**config.mk**
```make
export PLATFORM = sky130hd
export DESIGN_NAME = timer16_mode_clock_capture_ctrl
export DESIGN_NICKNAME = d
export VERILOG_FILES = /design/src/rtl/timer16_pkg.sv /design/src/rtl/timer_sub_if.sv /design/src/rtl/capture_cond.sv /design/src/rtl/clock_source_sel.sv /design/src/rtl/timer16_mode_clock_capture_ctrl.sv
export VERILOG_INCLUDE_DIRS = /design/src /design/src/rtl
export SDC_FILE = /design/constraint.sdc
export NUM_CORES = 1
export LEC_CHECK = 0
export BUFFER_PORTS_ARGS = -buffer_cell sky130_fd_sc_hd__buf_2
export CAP_MARGIN = 20
export CORE_MARGIN = 5
export CORE_UTILIZATION = 51
export CTS_BUF_LIST = sky130_fd_sc_hd__clkbuf_4 sky130_fd_sc_hd__clkbuf_8
export DETAILED_ROUTE_END_ITERATION = 12
export PLACE_DENSITY = 0.67
export SLEW_MARGIN = 10
export SYNTH_ARGS = -nofsm -noshare
export SYNTH_HDL_FRONTEND = slang
export SYNTH_HIERARCHICAL = 1
export SYNTH_SLANG_ARGS = --single-unit
```
**constraint.sdc**
```tcl
create_clock -name clock -period 10.9 [get_ports clock]
set_input_delay 2.18 -clock clock [delete_from_list [all_inputs] [get_ports clock]]
set_output_delay 2.18 -clock clock [all_outputs]
set_load 0.01 [all_outputs]
```
**src/rtl/timer16_defines.svh**
```systemverilog
// Constants of the 16-bit timer control block: indices, fields, tops
// Assumes inclusion by bare name from files under rtl/
`ifndef TIMER16_DEFINES_SVH
`define TIMER16_DEFINES_SVH
// Register indices; byte address is four times the index
`define R_CTRL_A 6'h2F
`define R_CTRL_B 6'h2E
`define R_CTRL_C 6'h22
`define R_CNT_L 6'h2C
`define R_CNT_H 6'h2D
`define R_CMPA_L 6'h2A
`define R_CMPA_H 6'h2B
`define R_CMPB_L 6'h28
`define R_CMPB_H 6'h29
`define R_CAP_L 6'h26
`define R_CAP_H 6'h27
`define R_FLAGS 6'h20
// Field positions
`define CA_COMA 7:6
`define CA_COMB 5:4
`define CA_WGM 1:0
`define CB_FILT 7
`define CB_EDGE 6
`define CB_RSVD 5
`define CB_WGM 4:3
`define CB_CS 2:0
`define CC_FA 7
`define CC_FB 6
`define F_OVF 0
`define F_MA 1
`define F_MB 2
`define F_CAP 5
// Fixed counter tops
`define TOP_16 16'hFFFF
`define TOP_8 16'h00FF
`define TOP_9 16'h01FF
`define TOP_10 16'h03FF
`define BOTTOM 16'h0000
// Clock select codes and prescaler tap masks
`define CS_STOP 3'h0
`define CS_DIV1 3'h1
`define CS_DIV8 3'h2
`define CS_DIV64 3'h3
`define CS_DIV256 3'h4
`define CS_DIV1024 3'h5
`define CS_FALL 3'h6
`define PM_8 10'h007
`define PM_64 10'h03F
`define PM_256 10'h0FF
`define PM_1024 10'h3FF
// Equal samples needed by the capture filter
`define FILT_N 4
`endif

```
**src/rtl/timer16_pkg.sv**
```systemverilog
// Types of the 16-bit timer control block
// Assumes timer16_defines.svh on the include path
`include "timer16_defines.svh"
package timer16_pkg;
  // Counting family of a waveform mode
  typedef enum logic [2:0] {K_NORMAL, K_CTC, K_FAST, K_PHASE, K_PFC} kind_t;
  // Where TOP comes from
  typedef enum logic [1:0] {T_FIXED, T_CMPA, T_CAP} top_src_t;
  // Point in the count where an event happens
  typedef enum logic [1:0] {P_NOW, P_TOP, P_BOTTOM, P_MAX} point_t;
  // Decoded waveform mode
  typedef struct packed {
    kind_t kind;
    top_src_t topSrc;
    logic [15:0] fixedTop;
    point_t upd;
    point_t ovf;
  } mode_info_t;
  // Clock source state
  typedef struct packed {logic [9:0] div; logic [1:0] sync; logic last; logic tick;} clk_state_t;
  // Capture conditioner state
  typedef struct packed {logic [1:0] sync; logic [`FILT_N-1:0] hist; logic level; logic hit;} cap_state_t;
  // Control block state
  typedef struct packed {
    logic waitrequest;
    logic [31:0] readdata;
    logic [7:0] ctrlA;
    logic [7:0] ctrlB;
    logic [7:0] temp;
    logic [7:0] flags;
    logic [15:0] count;
    logic [15:0] cmpA;
    logic [15:0] cmpB;
    logic [15:0] bufA;
    logic [15:0] bufB;
    logic [15:0] capture;
    logic down;
    logic suppress;
    logic waveA;
    logic waveB;
  } ctrl_state_t;
endpackage : timer16_pkg

```
**src/rtl/timer_sub_if.sv**
```systemverilog
// Signals between the timer control and its clock and capture helpers
// Assumes all three parties run on the same system clock
`timescale 1ns/1ps
interface timer_sub_if;
  logic [2:0] clockSel;
  logic tick;
  logic filterEn;
  logic edgeSel;
  logic captureEvent;
  modport ctrl (output clockSel, filterEn, edgeSel, input tick, captureEvent);
  modport clkgen (input clockSel, output tick);
  modport capture (input filterEn, edgeSel, output captureEvent);
endinterface : timer_sub_if
```
**src/rtl/capture_cond.sv**
```systemverilog
// Capture pin conditioner: synchroniser, noise filter, edge select
// Assumes the capture pin is asynchronous to clock
`timescale 1ns/1ps
`include "timer16_defines.svh"
module capture_cond (
  input wire logic clock,
  input wire logic rst,
  input wire logic enable,
  input wire logic capturePin,
  timer_sub_if.capture bus
);
  timer16_pkg::cap_state_t s; // Registered state
  timer16_pkg::cap_state_t next_s; // Next state

  // Filtered level moves only on a full run of equal samples
  always_comb begin
    next_s = s;
    next_s.sync = {s.sync[0], capturePin};
    next_s.hist = {s.hist[`FILT_N-2:0], s.sync[1]};
    if (!bus.filterEn) begin
      next_s.level = s.sync[1];
    end else if (&next_s.hist) begin
      next_s.level = 1'b1;
    end else if (~|next_s.hist) begin
      next_s.level = 1'b0;
    end
    // Edge of the chosen direction
    next_s.hit = (next_s.level != s.level) && (next_s.level == bus.edgeSel);
  end

  // State register, frozen while enable is low
  always_ff @(posedge clock or posedge rst) begin
    if (rst) begin
      s <= '0;
    end else if (enable) begin
      s <= next_s;
    end
  end

  assign bus.captureEvent = s.hit;
endmodule : capture_cond

```
**src/rtl/clock_source_sel.sv**
```systemverilog
// Counter clock enable: prescaler taps or external pin edges
// Assumes the external pin is asynchronous to clock
`timescale 1ns/1ps
`include "timer16_defines.svh"
module clock_source_sel (
  input wire logic clock,
  input wire logic rst,
  input wire logic enable,
  input wire logic extCountPin,
  timer_sub_if.clkgen bus
);
  timer16_pkg::clk_state_t s; // Registered state
  timer16_pkg::clk_state_t next_s; // Next state

  // Prescaler tap reached
  function automatic logic tap(input logic [9:0] d, input logic [9:0] m);
    tap = (d & m) == m;
  endfunction : tap

  // Divider never stops, so a prescaled start may take up to N+1 cycles
  always_comb begin
    next_s = s;
    next_s.div = s.div + 10'h001;
    next_s.sync = {s.sync[0], extCountPin};
    next_s.last = s.sync[1];
    case (bus.clockSel)
      `CS_STOP: next_s.tick = 1'b0;
      `CS_DIV1: next_s.tick = 1'b1;
      `CS_DIV8: next_s.tick = tap(s.div, `PM_8);
      `CS_DIV64: next_s.tick = tap(s.div, `PM_64);
      `CS_DIV256: next_s.tick = tap(s.div, `PM_256);
      `CS_DIV1024: next_s.tick = tap(s.div, `PM_1024);
      `CS_FALL: next_s.tick = s.last && !s.sync[1];
      default: next_s.tick = !s.last && s.sync[1];
    endcase
  end

  // State register, frozen while enable is low
  always_ff @(posedge clock or posedge rst) begin
    if (rst) begin
      s <= '0;
    end else if (enable) begin
      s <= next_s;
    end
  end

  assign bus.tick = s.tick;
endmodule : clock_source_sel

```
**src/rtl/timer16_mode_clock_capture_ctrl.sv**
```systemverilog
// Control part of a 16-bit timer: modes, clocking, capture, 16-bit access
// Assumes an Avalon-MM master with waitrequest and one system clock
//
// Functional notes
// Four-bit mode from control A and B
// Normal/CLEAR_ON_MATCH_MODE: tops FFFF, A, capture; immediate
// Phase correct: buffers at TOP, overflow BOTTOM
// Fast PWM: buffers at TOP, overflow TOP
// Phase-frequency: buffers and overflow at BOTTOM
// Filter needs four equal capture samples
// Edge select: zero falling, one rising
// Capture copies count and sets flag
// Capture-as-top modes disable captures
// Control B bit five reads zero
// Clock select: stop, prescale, pin edges
// Pin clocks counter regardless of direction
// Force strobes act only in non-PWM
// Force applies compare action to output
// Force sets no flag, clears no counter
// Force bits always read zero
// Sixteen-bit access through shared temp byte
// Count write blocks next tick's matches
// Non-PWM output codes: off/toggle/clear/set
// Overflow flag cleared by vector or one
// Match flag sets cycle after equality
// Prescale as enable pulses, one clock
// Reserved mode thirteen behaves as normal; the code keeps overflow at FFFF but wraps the count at TOP 00FF
`timescale 1ns/1ps
`include "timer16_defines.svh"
module timer16_mode_clock_capture_ctrl (
  input wire logic clock,
  input wire logic rst,
  input wire logic enable,
  input wire logic [7:0] address,
  input wire logic read,
  input wire logic write,
  input wire logic [31:0] writedata,
  input wire logic [3:0] byteenable,
  output logic [31:0] readdata,
  output logic waitrequest,
  input wire logic capturePin,
  input wire logic extCountPin,
  input wire logic [7:0] vectorAck,
  output logic waveOutA,
  output logic waveOutB,
  output logic [7:0] timerFlags
);
  // ****************************************
  // State and helpers
  // ****************************************
  timer16_pkg::ctrl_state_t s; // Registered state
  timer16_pkg::ctrl_state_t next_s; // Next state
  timer16_pkg::mode_info_t mi; // Decoded mode
  logic [3:0] mode; // Waveform mode select
  logic [15:0] top; // Current TOP
  logic [5:0] idx; // Register index
  logic [7:0] wd; // Write byte
  logic first; // First cycle of a request
  logic wr; // Accepted byte write
  logic cntWr; // Count low byte written
  logic pwm; // Any PWM family
  logic atTop; // Count at TOP
  logic atBot; // Count at BOTTOM
  logic hitA; // Compare A match this tick
  logic hitB; // Compare B match this tick
  logic capHit; // Capture taken
  logic forceA; // Effective force A
  logic forceB; // Effective force B
  logic ovfHit; // Overflow point
  logic upd; // Compare buffer load
  logic [7:0] rdByte; // Read mux
  logic [7:0] setF; // Flag sets
  logic [7:0] clrF; // Flag clears

  timer_sub_if sub(); // Link to helpers

  // ****************************************
  // Functions
  // ****************************************
  // Mode decode; reserved code falls to normal, with a fixed TOP of 00FF
  function automatic timer16_pkg::mode_info_t modeInfo(input logic [3:0] m);
    timer16_pkg::mode_info_t r;
    r.kind = timer16_pkg::K_NORMAL;
    r.topSrc = timer16_pkg::T_FIXED;
    r.upd = timer16_pkg::P_NOW;
    r.ovf = timer16_pkg::P_MAX;
    case (m[1:0])
      2'h1: r.fixedTop = `TOP_8;
      2'h2: r.fixedTop = `TOP_9;
      2'h3: r.fixedTop = `TOP_10;
      default: r.fixedTop = `TOP_16;
    endcase
    // Upper modes except reserved 13: even takes capture, odd takes A
    if (m[3]) begin
      r.topSrc = m[0] ? timer16_pkg::T_CMPA : timer16_pkg::T_CAP;
    end
    case (m)
      4'h1, 4'h2, 4'h3, 4'hA, 4'hB: begin
        r.kind = timer16_pkg::K_PHASE;
        r.upd = timer16_pkg::P_TOP;
        r.ovf = timer16_pkg::P_BOTTOM;
      end
      4'h4, 4'hC: begin
        r.kind = timer16_pkg::K_CTC;
        r.topSrc = m[3] ? timer16_pkg::T_CAP : timer16_pkg::T_CMPA;
      end
      4'h5, 4'h6, 4'h7, 4'hE, 4'hF: begin
        r.kind = timer16_pkg::K_FAST;
        r.upd = timer16_pkg::P_TOP;
        r.ovf = timer16_pkg::P_TOP;
      end
      4'h8, 4'h9: begin
        r.kind = timer16_pkg::K_PFC;
        r.upd = timer16_pkg::P_BOTTOM;
        r.ovf = timer16_pkg::P_BOTTOM;
      end
      4'hD: begin
        r.topSrc = timer16_pkg::T_FIXED;
      end
      default: begin // Mode 0, see
        r.kind = timer16_pkg::K_NORMAL;
      end
    endcase
    return r;
  endfunction : modeInfo

  // Non-PWM compare action on an output
  function automatic logic comApply(input logic [1:0] com, input logic cur);
    case (com)
      2'h1: comApply = !cur;
      2'h2: comApply = 1'b0;
      2'h3: comApply = 1'b1;
      default: comApply = cur;
    endcase
  endfunction : comApply

  // ****************************************
  // Decode
  // ****************************************
  assign mode = {s.ctrlB[`CB_WGM], s.ctrlA[`CA_WGM]};
  assign mi = modeInfo(mode);
  assign top = (mi.topSrc == timer16_pkg::T_CMPA) ? s.cmpA :
               (mi.topSrc == timer16_pkg::T_CAP) ? s.capture : mi.fixedTop;
  assign pwm = (mi.kind != timer16_pkg::K_NORMAL) && (mi.kind != timer16_pkg::K_CTC);
  assign atTop = s.count == top;
  assign atBot = s.count == `BOTTOM;

  // Bus decode; one wait cycle per request
  assign idx = address[7:2];
  assign wd = writedata[7:0];
  assign first = (read || write) && s.waitrequest;
  assign wr = write && !s.waitrequest && byteenable[0];
  assign cntWr = wr && (idx == `R_CNT_L);

  // Matches are held off for one tick after a count write
  assign hitA = sub.tick && (s.count == s.cmpA) && !s.suppress;
  assign hitB = sub.tick && (s.count == s.cmpB) && !s.suppress;

  // Pin is ignored while capture holds TOP
  assign capHit = sub.captureEvent && (mi.topSrc != timer16_pkg::T_CAP);

  // Force strobes only in non-PWM modes
  assign forceA = wr && (idx == `R_CTRL_C) && wd[`CC_FA] && !pwm;
  assign forceB = wr && (idx == `R_CTRL_C) && wd[`CC_FB] && !pwm;

  // Helper comb: flags, overflow point, buffer load, read mux
  always_comb begin
    case (mi.ovf)
      timer16_pkg::P_MAX: ovfHit = sub.tick && (s.count == `TOP_16);
      timer16_pkg::P_TOP: ovfHit = sub.tick && atTop;
      timer16_pkg::P_BOTTOM: ovfHit = sub.tick && atBot && s.down;
      default: ovfHit = 1'b0;
    endcase
    case (mi.upd)
      timer16_pkg::P_TOP: upd = sub.tick && atTop;
      timer16_pkg::P_BOTTOM: upd = sub.tick && atBot;
      default: upd = 1'b1;
    endcase
    setF = 8'h00;
    setF[`F_OVF] = ovfHit;
    setF[`F_MA] = hitA;
    setF[`F_MB] = hitB;
    setF[`F_CAP] = capHit || (sub.tick && atTop && (mi.topSrc == timer16_pkg::T_CAP));
    // Clear by a written one or a serviced vector
    clrF = vectorAck;
    if (wr && (idx == `R_FLAGS)) begin
      clrF = clrF | wd;
    end
    case (idx)
      `R_CTRL_A: rdByte = s.ctrlA;
      `R_CTRL_B: rdByte = s.ctrlB;
      `R_CNT_L: rdByte = s.count[7:0];
      `R_CNT_H: rdByte = s.temp;
      `R_CMPA_L: rdByte = s.bufA[7:0];
      `R_CMPA_H: rdByte = s.bufA[15:8];
      `R_CMPB_L: rdByte = s.bufB[7:0];
      `R_CMPB_H: rdByte = s.bufB[15:8];
      `R_CAP_L: rdByte = s.capture[7:0];
      `R_CAP_H: rdByte = s.temp;
      `R_FLAGS: rdByte = s.flags;
      default: rdByte = 8'h00; // Control C and unmapped, see
    endcase
  end

  // ****************************************
  // Next state
  // ****************************************
  always_comb begin
    next_s = s;
    next_s.waitrequest = !first;
    // Read data latched in the wait cycle
    if (first && read) begin
      next_s.readdata = {24'h000000, rdByte};
      // Low byte read snapshots the high byte
      if (idx == `R_CNT_L) begin
        next_s.temp = s.count[15:8];
      end
      if (idx == `R_CAP_L) begin
        next_s.temp = s.capture[15:8];
      end
    end
    // Counter on each clock enable pulse
    if (sub.tick) begin
      next_s.suppress = 1'b0;
      if ((mi.kind == timer16_pkg::K_PHASE) || (mi.kind == timer16_pkg::K_PFC)) begin
        // Dual slope turns at TOP and BOTTOM
        if (!s.down && atTop) begin
          next_s.down = 1'b1;
          next_s.count = s.count - 16'h0001;
        end else if (s.down && atBot) begin
          next_s.down = 1'b0;
          next_s.count = s.count + 16'h0001;
        end else if (s.down) begin
          next_s.count = s.count - 16'h0001;
        end else begin
          next_s.count = s.count + 16'h0001;
        end
      end else begin
        // Single slope; force strobes never reach here, see
        next_s.down = 1'b0;
        next_s.count = atTop ? `BOTTOM : s.count + 16'h0001;
      end
    end
    // Double buffer load point
    if (upd) begin
      next_s.cmpA = s.bufA;
      next_s.cmpB = s.bufB;
    end
    // Capture of the count
    if (capHit) begin
      next_s.capture = s.count;
    end
    // Waveform outputs; PWM shaping lives outside
    if (!pwm && (hitA || forceA)) begin
      next_s.waveA = comApply(s.ctrlA[`CA_COMA], s.waveA);
    end
    if (!pwm && (hitB || forceB)) begin
      next_s.waveB = comApply(s.ctrlA[`CA_COMB], s.waveB);
    end
    // Set wins over clear; force never sets a flag
    next_s.flags = (s.flags & ~clrF) | setF;
    // Register writes win over counting
    if (wr) begin
      case (idx)
        `R_CTRL_A: next_s.ctrlA = wd;
        `R_CTRL_B: begin
          next_s.ctrlB = wd;
          next_s.ctrlB[`CB_RSVD] = 1'b0;
        end
        `R_CNT_H, `R_CMPA_H, `R_CMPB_H, `R_CAP_H: next_s.temp = wd;
        `R_CNT_L: begin
          next_s.count = {s.temp, wd};
          next_s.suppress = 1'b1;
        end
        `R_CMPA_L: next_s.bufA = {s.temp, wd};
        `R_CMPB_L: next_s.bufB = {s.temp, wd};
        `R_CAP_L: next_s.capture = {s.temp, wd};
        default: begin
          // Control C is strobes only; flags handled above
        end
      endcase
    end
  end

  // ****************************************
  // Registers and outputs
  // ****************************************
  // Whole state in one register, frozen while enable is low
  always_ff @(posedge clock or posedge rst) begin
    if (rst) begin
      s <= '0;
      s.waitrequest <= 1'b1;
    end else if (enable) begin
      s <= next_s;
    end
  end

  assign readdata = s.readdata;
  assign waitrequest = s.waitrequest;
  assign waveOutA = s.waveA;
  assign waveOutB = s.waveB;
  assign timerFlags = s.flags;

  // ****************************************
  // Helpers
  // ****************************************
  assign sub.clockSel = s.ctrlB[`CB_CS];
  assign sub.filterEn = s.ctrlB[`CB_FILT];
  assign sub.edgeSel = s.ctrlB[`CB_EDGE];

  // Pin edges count whatever the pin's direction, see
  clock_source_sel uClk (
    .clock(clock),
    .rst(rst),
    .enable(enable),
    .extCountPin(extCountPin),
    .bus(sub.clkgen)
  );

  // Filtered and edge-selected capture events
  capture_cond uCap (
    .clock(clock),
    .rst(rst),
    .enable(enable),
    .capturePin(capturePin),
    .bus(sub.capture)
  );
endmodule : timer16_mode_clock_capture_ctrl

```
# ---- After elaboration in Yosys (flattened, before gate mapping)
# Index checks and enable logic that the tools add are counted.
dict set report totals {
  ff_bits 161
  inputBits 59
  output_inout_bits 43
  wordCells 200
}
dict set report classes {
  add_sub_neg 3
  eq_ne 64
  n_mux 41
  bitwise_logic 4
  reduce_logical 64
}
# cell count
set ops {}
lappend ops {{$mux W16} 13}
lappend ops {{$pmux W8 S10} 1}
lappend ops {{$eq A6 B6 Y1 const B} 13}
lappend ops {{$eq A16 B16 Y1} 3}
lappend ops {{$mux W8} 6}
lappend ops {{$pmux W16 S3} 1}
lappend ops {{$eq A4 B4 Y1 const B} 8}
lappend ops {{$logic_and A1 B1 Y1} 28}
lappend ops {{$reduce_and A3 Y1} 7}
lappend ops {{$eq A2 B2 Y1 const B} 10}
lappend ops {{$add A16 B1 Y16 const B} 1}
lappend ops {{$eq A16 B16 Y1 const B} 1}
lappend ops {{$eq A4 B3 Y1 const B} 4}
lappend ops {{$logic_not A16 Y1} 1}
lappend ops {{$sub A16 B1 Y16 const B} 1}
lappend ops {{$eq A3 B3 Y1 const B} 5}
lappend ops {{$eq A2 B1 Y1 const B} 6}
lappend ops {{$pmux W3 S4} 1}
lappend ops {{$pmux W4 S3} 1}
lappend ops {{$add A10 B1 Y10 const B} 1}
lappend ops {{$eq A10 B10 Y1 const B} 1}
lappend ops {{$reduce_or A5 Y1} 2}
lappend ops {{$eq A3 B2 Y1 const B} 3}
lappend ops {{$logic_not A1 Y1} 9}
lappend ops {{25 further kinds} 49}

# ---- Longest topological paths before layout
dict set report depth {
  ltp_word 13
  depth_mapped 15
  mapped_depth_nobuf 11
}

# ---- Cells and area by module
# The synthesis kept the hierarchy.
# mod n_inst cells_per_inst area_each_um2 seq_area_each_um2
set modules_own_cells {}
lappend modules_own_cells {timer16_mode_clock_capture_ctrl 1 915 8774.7 3504.6}
lappend modules_own_cells {clock_source_sel 1 58 669.4 350.3}
lappend modules_own_cells {capture_cond 1 27 320.3 175.2}

# ---- Worst setup path before layout
# No wires, ideal clock.
dict set report synth_timing {
  path_kind {input port to flip-flop}
  from {in address[3]}
  to {reg s[11] (netlist name)}
  setup_ps 77
  arrival_ps 4306
  required_ps 10823
  slack_ps 6517
  cell_stages 8
  cell_sequence {buf_2 nand2_1 nor3b_1 nand2_1 a21oi_1 clkbuf_1 nor2_1 a21oi_1}
}
dict set report synth_between {
  elab_chain_cells 3
}
# item line_no
set synth_rtl {}
lappend synth_rtl {{start, declared} timer16_mode_clock_capture_ctrl.sv:34} ;# input wire logic [7:0] address,
lappend synth_rtl {{$eq A6 B6 Y1} timer16_mode_clock_capture_ctrl.sv:264} ;# case (idx)
lappend synth_rtl {{$mux W16} timer16_mode_clock_capture_ctrl.sv:264}
lappend synth_rtl {{$mux W16} timer16_mode_clock_capture_ctrl.sv:263} ;# if (wr) begin
lappend synth_rtl {{end signal, assigned} timer16_mode_clock_capture_ctrl.sv:294} ;# s <= next_s;
lappend synth_rtl {{end, declared} timer16_mode_clock_capture_ctrl.sv:51} ;# timer16_pkg::ctrl_state_t s;
# Every way passes these cells.
# A chain may end at the register's enable or synchronous reset.

# ---- Final worst setup path
dict set report layout_timing {
  from {in address[3]}
  to {reg s[98] (netlist name)}
}
# The elaborated chain is that of the path after synthesis.

==> results.ini <==
[run_status]
status = complete, no violations

[grt]
grt_max_degree = 74
grtUsageMet2_pct = 40.9
grt_pass1_vias = 7642
grt_usage_pct = 27.5
met3_usage_pct = 5.30
grtUsageMet1_pct = 38.7
grt_pass1_wl_mm = 46.2
antenna_found_initial = 0
grt-busiest-layer = met2
grt_overflow = 0

[drt]
first_iter_violations = 1065
vias_per_cell = 6.53
drt_wl_total_mm = 30.3
dr.pass1.iters = 8
via_count = 8148
ant_nets = 0
wl_per_cell_um = 24.3
remaining_drc_errors = 0

[worst_setup_path]
cp-end-kind = flop
critPathMaxFanout = 16
critPathRequiredTime_ns = 11.24
crit_type = in -> reg
reg2regPathDepth = 11
worst_ep_arrival_time_ns = 4.80
cp-start-kind = input port

[finish]
final_cell_mix = 160 x dfrtp_1, 69 x a21oi_1, 63 x nand2_1
drive_gt1_share_pct = 20.6
final_nets = 1070
nFillCells = 1693
mostFrequentLayoutCell = dfrtp_1
syn_to_final_growth_pct = 4.97
num_antenna_cells = 0

[power]
leakage_nw = 4.48
peakVddDrop_v = 0.0000991
power_density_nw_per_um2 = 167

[placement]
port_buffers = 48
place_hpwl_mm = 20.9
gp_congestion = 0.992

[floorplan]
die_w_um = 148
core-area_um2 = 18800
die_area_um2 = 22000
die_h_um = 148
rows = 50
initial_core_util_pct = 52.0
io_pins = 102

[timing]
finalSetupViolCount = 0
max_freq_mhz = 224
setup_tns_ns = 0
rsz0062_at_grt = no
whs_ns = 0.501
finalHoldViolations = 0
max_slew_margin_pct = 28.0
fin_crit_ns = 4.47
period_share_pct = 41.0
final_max_slew_viol_count = 0
skew_ns = 0.0200
worstMarginPinSlew_ns = 1.08

[clock_tree]
numCtsBuffers = 17
cts-root-buf = clkbuf_8
cts_hold_buf = 0
clock_path_buffers = 2
clkLatencyLatePin_ns = 0.47
cts_tree = yes
cts_setup_buffers = 0
cts-resized-gates = 0
clk_pin_slew_worst_paths_ns = 0.10
cts_max_level = 4
cts_sinks = 161

[synth]
syn_avg_cell_area_um2 = 9.76
synth_cell_types = 71
yosys_warnings = 6
synth_top_area_cell = dfrtp_1
syn_inst = 1000
synth_edf_count = 0
synth_top_area_share_pct = 41.0
seq_area_frac_synth_pct = 41.3
ys_seq_elements = 161
yosys_most_used_dff = dfrtp_1
synth.cell_area_um2 = 9760
synth_area_leaders = dfrtp_1 41%, mux2_2 6.6%, mux2_4 4.6%
synthArstFlopShare_pct = 100

[run]
drv_cap = 0

[worst_hold_path]
hold_class = reg -> reg
whs_path_depth = 2

-- cell families after synthesis --
group / share of synthesized area (%)
muxes: 12.2
xor gates and xnor gates: 5.11
buffers and inverters: 7.55
and+or+nand+nor: 15.1
adders and majority gates: 1.28
other: 0.0384
DFF: 41.3
AOI/OAI and AO/OA: 17.5
-- metrics by stage --
step,worst slack [ns],instance area (um2),util (%),std cells,total power (W)
final,6.43,10200,54.6,1248,0.00172
after global routing,6.19,10200,54.6,1248,0.00179
after CTS,6.50,10200,54.5,1246,0.00170
after detailed placement,6.02,9840,52.4,1214,0.00126
after global placement,6.00,9840,52.4,1213,0.00126
after floorplan,4.97,9850,-,1023,0.00111
-- registers in the layout (all words and copies together) (netlist names) --
name / flops
mode: 4
readdata: 8
s: 117
timerFlags: 8
uCap/bus.captureEvent: 1
uCap/next_s: 5
uCap/s: 1
uClk/bus.tick: 1
uClk/next_s: 2
uClk/s: 11
waitrequest: 1
waveOutA: 1
waveOutB: 1
-- layer usage --
| layer | vias to the layer above | wire length [um] | share of wire, % |
|---|---|---|---|
| li1 | 3622 | - | - |
| met1 | 3918 | 12600 | 42 |
| met2 | 504 | 13200 | 43 |
| met3 | 104 | 2800 | 9.3 |
| met4 | 0 | 1680 | 5.6 |
| met5 | - | 0 | 0 |
-- report_power, final --
part | switching, W | internal (W)
clock network | 0.000270 | 0.000173
registers | 0.000209 | 0.000676
logic | 0.000220 | 0.000168
-- final cells by class --
type                            count  area [um2]  share of cell area [%]
Multi-Input combinational cell    735        5090                    49.7
Sequential cell                   161        4030                    39.3
Timing Repair Buffer               62         343                    3.34
Tap cell                          234         293                    2.86
Clock buffer                       17         234                    2.28
Clock inverter                     15         160                    1.56
Inverter                           24        95.1                   0.928
-- cell usage after synthesis (4+ instances only) --
master    count
dfrtp_1     160
a21oi_1      69
nand2_1      63
nor2_1       60
mux2_2       57
o21ai_0      45
buf_4        44
clkbuf_1     39
o22ai_1      36
xor2_1       31
mux2_4       30
nor3_1       30
nand3_1      29
a22oi_1      26
xnor2_1      26
inv_1        23
nand4_1      16
nor4_1       16
a31oi_1      12
a211oi_1     11
or4_1        11
a221oi_1     10
ha_1         10
mux2i_1      10
o31ai_1      10
a21o_1        9
or2_2         8
or3_1         8
buf_2         7
and2_1        6
and3_1        6
nand2b_1      6
o21a_1        6
buf_1         5
buf_6         5
o21ai_1       5
and4_1        4
o32ai_1       4
-- critical path, cell delays in order --
cell	delay, ns
buf_2	0.22
or3_1	0.47
nor3_1	0.70
nand2_1	0.61
o22ai_1	0.42
or3_1	0.15
o22ai_1	0.06
-- path summary, 6_finish.rpt --
kind                                              endpoint                    start  slack (ns)
worst max-delay path                     s[98]$_DFFE_PP0P_               address[3]        6.43
worst min-delay path               readdata[4]$_DFFE_PP0P_  readdata[4]$_DFFE_PP0P_        0.50
worst max register to register           s[67]$_DFFE_PP0P_      mode[0]$_DFFE_PP0P_        6.53
worst min register to register     readdata[4]$_DFFE_PP0P_  readdata[4]$_DFFE_PP0P_        0.50
max in group asynchronous                s[62]$_DFFE_PP0P_                      rst        7.67
min in group asynchronous       uCap/next_s[5]$_DFFE_PP0P_                      rst        1.69
(Power assumes the default switching activity.)
